==> src/rtl/dma_map.svh <==
// register offsets, field positions, reset values of the repeat-area dma channel
// How it works
// - 16-bit block count, one means one block
// - zero count: counting halted, no end interrupt
// - all-ones count gives 65,535 blocks
// - count reads remaining blocks, decrements per block
// - independent 5-bit source and destination sizes
// - source overflow with enable: flag, stop
// - overflow stop with irq enable requests interrupt
// - destination overflow with enable: flag, stop
// - writing active resumes from current state
// - 8-bit block size, zero means 256
`ifndef DMA_MAP_SVH
`define DMA_MAP_SVH

`define OFF_SRC_ADDR 8'h00
`define OFF_DST_ADDR 8'h04
`define OFF_COUNT 8'h08
`define OFF_MODE 8'h0c
`define OFF_ADDR_CTRL 8'h10
`define OFF_STATUS 8'h14
`define OFF_INT_EN 8'h18
`define OFF_INT_CLR 8'h1c

`define COUNT_BLKSZ_LSB 16
`define MODE_ACTIVE 0
`define MODE_IRQ_EN 1
`define MODE_FLAG 2
`define MODE_WORD 3
`define ACTRL_SRC_LSB 0
`define ACTRL_DST_LSB 8
`define ACTRL_SRC_IE 16
`define ACTRL_DST_IE 17
`define EV_SRC_OVF 0
`define EV_DST_OVF 1
`define EV_END 2

`define RST_ADDR 32'h0000_0000
`define RST_COUNT 16'h0000
`define RST_BLKSZ 8'h00
`define RST_SIZE 5'h00

`endif

==> src/rtl/dma_pkg.sv <==
// types shared by the repeat-area dma channel
package dma_pkg;
    typedef enum logic [1:0] {
        CH_IDLE = 2'b00,
        CH_RUN = 2'b01,
        CH_HALT = 2'b10
    } chanState_t;
endpackage

==> src/rtl/repeat_area_addr.sv <==
// next address of one pointer inside its power-of-two repeat area
`timescale 1ns/1ps
module repeat_area_addr (
    input wire logic [31:0] addr,
    input wire logic [4:0] size,
    input wire logic [1:0] step,
    output logic [31:0] nextAddr,
    output logic overflow
);
    logic [31:0] mask;
    logic [32:0] low;

    always_comb begin
        // size zero means no repeat area: plain increment
        mask = (size == 5'h00) ? 32'h0 : ((32'h1 << size) - 32'h1);
        low = {1'b0, addr & mask} + {31'h0, step};
        overflow = (size != 5'h00) && (low > {1'b0, mask});
        if (size == 5'h00) begin
            nextAddr = addr + {30'h0, step};
        end else begin
            nextAddr = (addr & ~mask) | (low[31:0] & mask);
        end
    end
endmodule // repeat_area_addr

==> src/rtl/dma_block_count_repeat_area.sv <==
// block counter and repeat-area control of one external-bus dma channel
//
// The Avalon-MM interface to the registers and the register addresses were left to the implementer.
`timescale 1ns/1ps
`include "dma_map.svh"
module dma_block_count_repeat_area import dma_pkg::*; (
    input wire logic clk,
    input wire logic rst_n,
    input wire logic [7:0] address,
    input wire logic read,
    input wire logic write,
    input wire logic [31:0] writedata,
    input wire logic [3:0] byteenable,
    output logic [31:0] readdata,
    output logic waitrequest,
    input wire logic unitDone,
    output logic [31:0] srcAddr,
    output logic [31:0] dstAddr,
    output logic channelActive,
    output logic blockDone,
    output logic irq
);
    chanState_t state, next_state;
    logic [31:0] next_srcAddr, next_dstAddr, next_readdata;
    logic [15:0] xferCount, next_xferCount;
    logic [7:0] blockSize, next_blockSize;
    logic [8:0] unitsLeft, next_unitsLeft;
    logic [4:0] srcSize, next_srcSize, dstSize, next_dstSize;
    logic srcIrqEn, next_srcIrqEn, dstIrqEn, next_dstIrqEn;
    logic irqEnable, next_irqEnable, overflowFlag, next_overflowFlag;
    logic wordMode, next_wordMode;
    logic [2:0] status, next_status, intEnable, next_intEnable;
    logic next_channelActive, next_blockDone, next_irq, next_waitrequest;
    logic [31:0] srcStep, dstStep, beMask;
    logic srcOvf, dstOvf, accept, busWrite, running, blockEnd;
    logic [1:0] step;

    assign step = wordMode ? 2'h2 : 2'h1;
    assign beMask = {{8{byteenable[3]}}, {8{byteenable[2]}},
                     {8{byteenable[1]}}, {8{byteenable[0]}}};
    // a request is taken only in the cycle waitrequest is low
    assign accept = (read || write) && !waitrequest;
    assign busWrite = accept && write;
    assign running = (state == CH_RUN);
    assign blockEnd = running && unitDone && (unitsLeft == 9'h001);

    repeat_area_addr srcArea (
        .addr(srcAddr),
        .size(srcSize),
        .step(step),
        .nextAddr(srcStep),
        .overflow(srcOvf)
    );

    repeat_area_addr dstArea (
        .addr(dstAddr),
        .size(dstSize),
        .step(step),
        .nextAddr(dstStep),
        .overflow(dstOvf)
    );

    // bus answer: one wait cycle, then readdata with waitrequest low
    always_comb begin
        next_waitrequest = 1'b1;
        next_readdata = readdata;
        if ((read || write) && waitrequest) begin
            next_waitrequest = 1'b0;
            next_readdata = 32'h0;
            if (address == `OFF_SRC_ADDR) begin
                next_readdata = srcAddr;
            end else if (address == `OFF_DST_ADDR) begin
                next_readdata = dstAddr;
            end else if (address == `OFF_COUNT) begin
                next_readdata = {8'h0, blockSize, xferCount};
            end else if (address == `OFF_MODE) begin
                next_readdata = {26'h0, state, wordMode, overflowFlag,
                                 irqEnable, channelActive};
            end else if (address == `OFF_ADDR_CTRL) begin
                next_readdata = {14'h0, dstIrqEn, srcIrqEn, 3'h0, dstSize,
                                 3'h0, srcSize};
            end else if (address == `OFF_STATUS) begin
                next_readdata = {29'h0, status};
            end else if (address == `OFF_INT_EN) begin
                next_readdata = {29'h0, intEnable};
            end
        end
    end

    always_comb begin
        next_state = state;
        next_srcAddr = srcAddr;
        next_dstAddr = dstAddr;
        next_xferCount = xferCount;
        next_blockSize = blockSize;
        next_unitsLeft = unitsLeft;
        next_srcSize = srcSize;
        next_dstSize = dstSize;
        next_srcIrqEn = srcIrqEn;
        next_dstIrqEn = dstIrqEn;
        next_irqEnable = irqEnable;
        next_overflowFlag = overflowFlag;
        next_wordMode = wordMode;
        next_status = status;
        next_intEnable = intEnable;
        next_blockDone = 1'b0;
        if (busWrite) begin
            if (address == `OFF_SRC_ADDR) begin
                next_srcAddr = (srcAddr & ~beMask) | (writedata & beMask);
            end else if (address == `OFF_DST_ADDR) begin
                next_dstAddr = (dstAddr & ~beMask) | (writedata & beMask);
            end else if (address == `OFF_COUNT) begin
                if (byteenable[0]) begin
                    next_xferCount[7:0] = writedata[7:0];
                end
                if (byteenable[1]) begin
                    next_xferCount[15:8] = writedata[15:8];
                end
                if (byteenable[2]) begin
                    next_blockSize = writedata[23:16];
                    next_unitsLeft = {writedata[23:16] == 8'h00, writedata[23:16]};
                end
            end else if (address == `OFF_MODE && byteenable[0]) begin
                next_wordMode = writedata[`MODE_WORD];
                next_irqEnable = writedata[`MODE_IRQ_EN];
                // flag may only be cleared by software
                if (!writedata[`MODE_FLAG]) begin
                    next_overflowFlag = 1'b0;
                end
                next_state = writedata[`MODE_ACTIVE] ? CH_RUN : CH_IDLE;
            end else if (address == `OFF_ADDR_CTRL) begin
                if (byteenable[0]) begin
                    next_srcSize = writedata[`ACTRL_SRC_LSB +: 5];
                end
                if (byteenable[1]) begin
                    next_dstSize = writedata[`ACTRL_DST_LSB +: 5];
                end
                if (byteenable[2]) begin
                    next_srcIrqEn = writedata[`ACTRL_SRC_IE];
                    next_dstIrqEn = writedata[`ACTRL_DST_IE];
                end
            end else if (address == `OFF_INT_EN && byteenable[0]) begin
                next_intEnable = writedata[2:0];
            end else if (address == `OFF_INT_CLR && byteenable[0]) begin
                next_status = status & ~writedata[2:0];
            end
        end
        // unit progress comes after the bus so a hardware event wins
        if (running && unitDone) begin
            next_srcAddr = srcStep;
            next_dstAddr = dstStep;
            next_unitsLeft = unitsLeft - 9'h001;
            if (blockEnd) begin
                next_unitsLeft = {blockSize == 8'h00, blockSize};
                next_blockDone = 1'b1;
                if (xferCount != 16'h0000) begin
                    next_xferCount = xferCount - 16'h0001;
                    if (xferCount == 16'h0001) begin
                        next_state = CH_IDLE;
                        next_status[`EV_END] = 1'b1;
                    end
                end
            end
            // an overflow stop wins over the end of the last block
            // source overflow stop
            if (srcOvf && srcIrqEn) begin
                next_overflowFlag = 1'b1;
                next_state = CH_HALT;
                next_status[`EV_SRC_OVF] = 1'b1;
            end
            if (dstOvf && dstIrqEn) begin
                next_overflowFlag = 1'b1;
                next_state = CH_HALT;
                next_status[`EV_DST_OVF] = 1'b1;
            end
        end
        next_channelActive = (next_state == CH_RUN);
        next_irq = (next_overflowFlag && next_irqEnable) || |(next_status & next_intEnable);
    end

    always_ff @(posedge clk or negedge rst_n) begin
        if (!rst_n) begin
            state <= CH_IDLE;
            srcAddr <= `RST_ADDR;
            dstAddr <= `RST_ADDR;
            xferCount <= `RST_COUNT;
            blockSize <= `RST_BLKSZ;
            unitsLeft <= 9'h100;
            srcSize <= `RST_SIZE;
            dstSize <= `RST_SIZE;
            srcIrqEn <= 1'b0;
            dstIrqEn <= 1'b0;
            irqEnable <= 1'b0;
            overflowFlag <= 1'b0;
            wordMode <= 1'b0;
            status <= 3'h0;
            intEnable <= 3'h0;
            channelActive <= 1'b0;
            blockDone <= 1'b0;
            irq <= 1'b0;
            readdata <= 32'h0;
            waitrequest <= 1'b1;
        end else begin
            state <= next_state;
            srcAddr <= next_srcAddr;
            dstAddr <= next_dstAddr;
            xferCount <= next_xferCount;
            blockSize <= next_blockSize;
            unitsLeft <= next_unitsLeft;
            srcSize <= next_srcSize;
            dstSize <= next_dstSize;
            srcIrqEn <= next_srcIrqEn;
            dstIrqEn <= next_dstIrqEn;
            irqEnable <= next_irqEnable;
            overflowFlag <= next_overflowFlag;
            wordMode <= next_wordMode;
            status <= next_status;
            intEnable <= next_intEnable;
            channelActive <= next_channelActive;
            blockDone <= next_blockDone;
            irq <= next_irq;
            readdata <= next_readdata;
            waitrequest <= next_waitrequest;
        end
    end
endmodule // dma_block_count_repeat_area

==> config.mk <==
export PLATFORM = sky130hd
export DESIGN_NAME = dma_block_count_repeat_area
export DESIGN_NICKNAME = d
export VERILOG_FILES = /design/src/rtl/dma_pkg.sv /design/src/rtl/repeat_area_addr.sv /design/src/rtl/dma_block_count_repeat_area.sv
export VERILOG_INCLUDE_DIRS = /design/src /design/src/rtl
export SDC_FILE = /design/constraint.sdc
export NUM_CORES = 1
export LEC_CHECK = 0
export ABC_AREA = 1
export BUFFER_PORTS_ARGS = -buffer_cell sky130_fd_sc_hd__buf_2
export CORE_MARGIN = 2
export CORE_UTILIZATION = 55
export CTS_BUF_LIST = sky130_fd_sc_hd__clkbuf_2
export DETAILED_ROUTE_END_ITERATION = 10
export HOLD_SLACK_MARGIN = 0.02
export PLACE_DENSITY = 0.74
export SETUP_SLACK_MARGIN = 0.3
export SLEW_MARGIN = 30
export SYNTH_ARGS = -nofsm -noshare
export SYNTH_HDL_FRONTEND = slang
export SYNTH_HIERARCHICAL = 1
export SYNTH_SLANG_ARGS = --single-unit
==> constraint.sdc <==
create_clock -name clk -period 14.9 [get_ports clk]
set_input_delay 2.98 -clock clk [delete_from_list [all_inputs] [get_ports clk]]
set_output_delay 2.98 -clock clk [all_outputs]
set_load 0.05 [all_outputs]
==> impl_metrics.tcl <==
set metrics [dict create \
    p_total_mw 1.020 \
    seq_power_share 0.471 \
    power_frac_comb 0.286 \
    setup_viol 0 \
    fmax_ghz 0.1379 \
    path_common_cell "nand2_1" \
    setup_ws_ps 7650 \
    drt_iter0_markers 2184 \
    path_max_fanout 52 \
    die_y_um 181.9 \
    avgSynthCellArea_sq_um 6.196 \
    dpl_worst_slack_ps 7872 \
    ys_top_cells_by_count "753 x nand2_1, 350 x inv_1, 266 x nor2_1" \
    critPathSlowestCell "dfrtp_1" \
    htreeDepth 4 \
    synth.top_cell.area_share 0.2215 \
    wl_per_cell_um 19.63 \
    cap_viol_max_count 0 \
    synth-xor-area-share 0.03114 \
    drc 0 \
    drive_gt1_frac 0.1341 \
    ios 149 \
    synth_area_sq_um 17400 \
    port_buffers 148 \
    outcome "finished clean" \
    cts_buffers 17 \
    cts_buffer_depth 2 \
    r2r_slack_ps 7650 \
    leakage_nw 9.743 \
    clkSinkCount 156 \
    place_hpwl_mm 52.22 \
    initial_core_util 0.5556 \
    p_switching_uw 432.3 \
    seq_area_frac_synth 0.2245 \
    synth_area_leaders "dfrtp_1 22%, nand2_1 16%, inv_1 7.6%" \
    r2r-end "irq" \
    min_to "readdata[13]" \
    clk_latency_ps 840 \
    synthSimpleGateAreaFrac 0.4209 \
    synthAdderAreaFrac 0.06070 \
    startpoint_type "flop" \
    period_share 0.4865 \
    root_buffer "clkbuf_2" \
    synth_compound_gate_area_share 0.1507 \
    slew_violations 0 \
    clk_pin_slew_worst_paths_ps 270 \
    antenna_left 0 \
    fp.dieW_um 181.9 \
    vdd_drop_max_uv 61.32 \
    async_flop_share 1.000 \
    globalplace.congestion 1.047 \
    placedCellCount 3279 \
    end_kind "flop" \
    hold_class "reg2reg" \
    rr_worst_depth 34 \
    dr.pass1.iters 6 \
    core_sq_um 31310 \
    power.density_nw_per_um2 55.19 \
    die_area_sq_um 33070 \
    yosysTopAreaCell "dfrtp_1" \
    cp_slowest_stage_delay_ps 840 \
    vias 19890 \
    internal-power_uw 588.2 \
    grt_pass1_vias 18060 \
    synth_cells 2808 \
    swShare 0.4237 \
    synthMuxAreaShare 0.001942 \
    yosysUniqueCellTypes 66 \
    arrival_ps 8050 \
    hp-start "readdata[13]" \
    synth_flop_cell "dfrtp_1" \
    worstHoldPathCells 2 \
    vias_per_cell 6.004 \
    stdcell_count 3312 \
    tightestPinTransition_ps 893.5 \
    grt_max_degree 84 \
    syn-num-nets 2939 \
    slew_headroom 0.4006 \
    fp-row-count 65 \
    design_area_sq_um 18490 \
    finalHoldViolations 0 \
    ys_ff_latch 156 \
    critPathRequiredTime_ps 15700 \
    startpoint "srcSize[3]" \
    tritoncts "yes" \
    gr-total-overflow 0 \
    ctsHoldBuffers 0 \
    grt_pass1_wl_mm 100.6 \
    area_growth_pct 6.286 \
    fin_nets 3027 \
    synth-edff-count 0 \
    ys_warn_count 6 \
    synth.most_common_cell "nand2_1" \
    fin_setup_tns_ps 0 \
    cts_resized 0 \
    crit_type "reg2reg" \
    drt_wl_total_mm 65.00 \
    fin_skew_ps 51.53 \
    antenna_found_initial 1 \
    place_area_sq_um 18260 \
    clock_power_share 0.243 \
    cts_setup_buffers 0 \
    synth_top_family_by_area "simple AND/OR/NAND/NOR gates" \
    r2r-start "srcSize[3]" \
    rsz0062_at_grt "false" \
    grt_usage 0.3885 \
    period_minus_slack_ps 7250 \
]
==> logic make-up (layout without fill, tap and decap cells) <==
family / Yosys count / count (layout)
simple gates: 1570 / 1570
fa+ha+maj: 82 / 82
xor+xnor: 58 / 58
mux: 3 / 3
other cells: 2 / 3
buf+inv: 471 / 572
compound gates: 466 / 466
flops: 156 / 156
==> through the flow <==
step	hold slack, ps	util
floorplan	453.0	-
global placement	465.1	0.5830
detailed placement	463.6	0.5831
CTS	526.4	0.5903
global route	558.1	0.5906
finish	521.7	0.5906
==> worst max-delay path: cells and delay by family (launching register included) <==
kind / cells / cell delay, ps
DFF: 1 / 840
and+or+nand+nor: 25 / 3800
buffers and inverters: 6 / 1400
AOI/OAI and AO/OA: 1 / 590
adders and majority gates: 2 / 530
==> how the worst max path moves through the flow <==
stage          slack, ps  end
6_report            7650  irq
4_1_cts             7820  irq
5_1_grt             7100  irq
3_5_place_dp        7870  irq
3_3_place_gp        7990  irq
2_1_floorplan       9160  irq
==> placed cells by master (no fill, tap or decap), drive strengths merged, types with 3 or more instances in the layout <==
cell type / n
nand3: 254
o221ai: 3
nor3: 50
o22ai: 14
nand3b: 10
clkbuf: 18
inv: 391
o21ai: 208
xor2: 49
dfrtp: 154
nand2: 786
mux2: 3
o211ai: 15
a21oi: 157
clkinv: 7
a31oi: 16
o21bai: 4
nand4: 105
nor2: 342
o311ai: 6
o2111ai: 5
ha: 78
a21o: 17
a22oi: 6
buf: 155
nor4: 9
and2: 6
or2: 4
xnor2: 9
o21a: 5
fa: 4
==> layout make-up <==
| class | count | area [sq um] |
|---|---|---|
| fillers | 3177 | 12820 |
| multi-input cells | 2181 | 11600 |
| flip-flops and latches | 156 | 3906 |
| inverters | 385 | 1450 |
| repair buffers | 155 | 803.3 |
| well taps | 402 | 503.0 |
| clock inverters | 14 | 133.9 |
| clock buffers | 18 | 90.09 |
| diodes | 1 | 2.502 |
==> routing by layer <==
| metal | wire [um] | vias to the layer above | global-route usage |
|---|---|---|---|
| li1 | - | 9418 | - |
| met1 | 27650 | 9264 | 0.5265 |
| met2 | 28400 | 1023 | 0.6124 |
| met3 | 5929 | 180 | 0.06679 |
| met4 | 3022 | 0 | 0.1652 |
| met5 | 0 | - | 0 |
==> power by group through the flow <==
stage	clock [mW]	combinational (mW)	sequential, mW
3_5_place_dp	0	0.286	0.486
4_1_cts	0.246	0.287	0.479
5_1_grt	0.263	0.316	0.483
2_1_floorplan	0	0.142	0.533
3_3_place_gp	0	0.283	0.486
6_report	0.248	0.292	0.481
(Power assumes the default switching activity.)
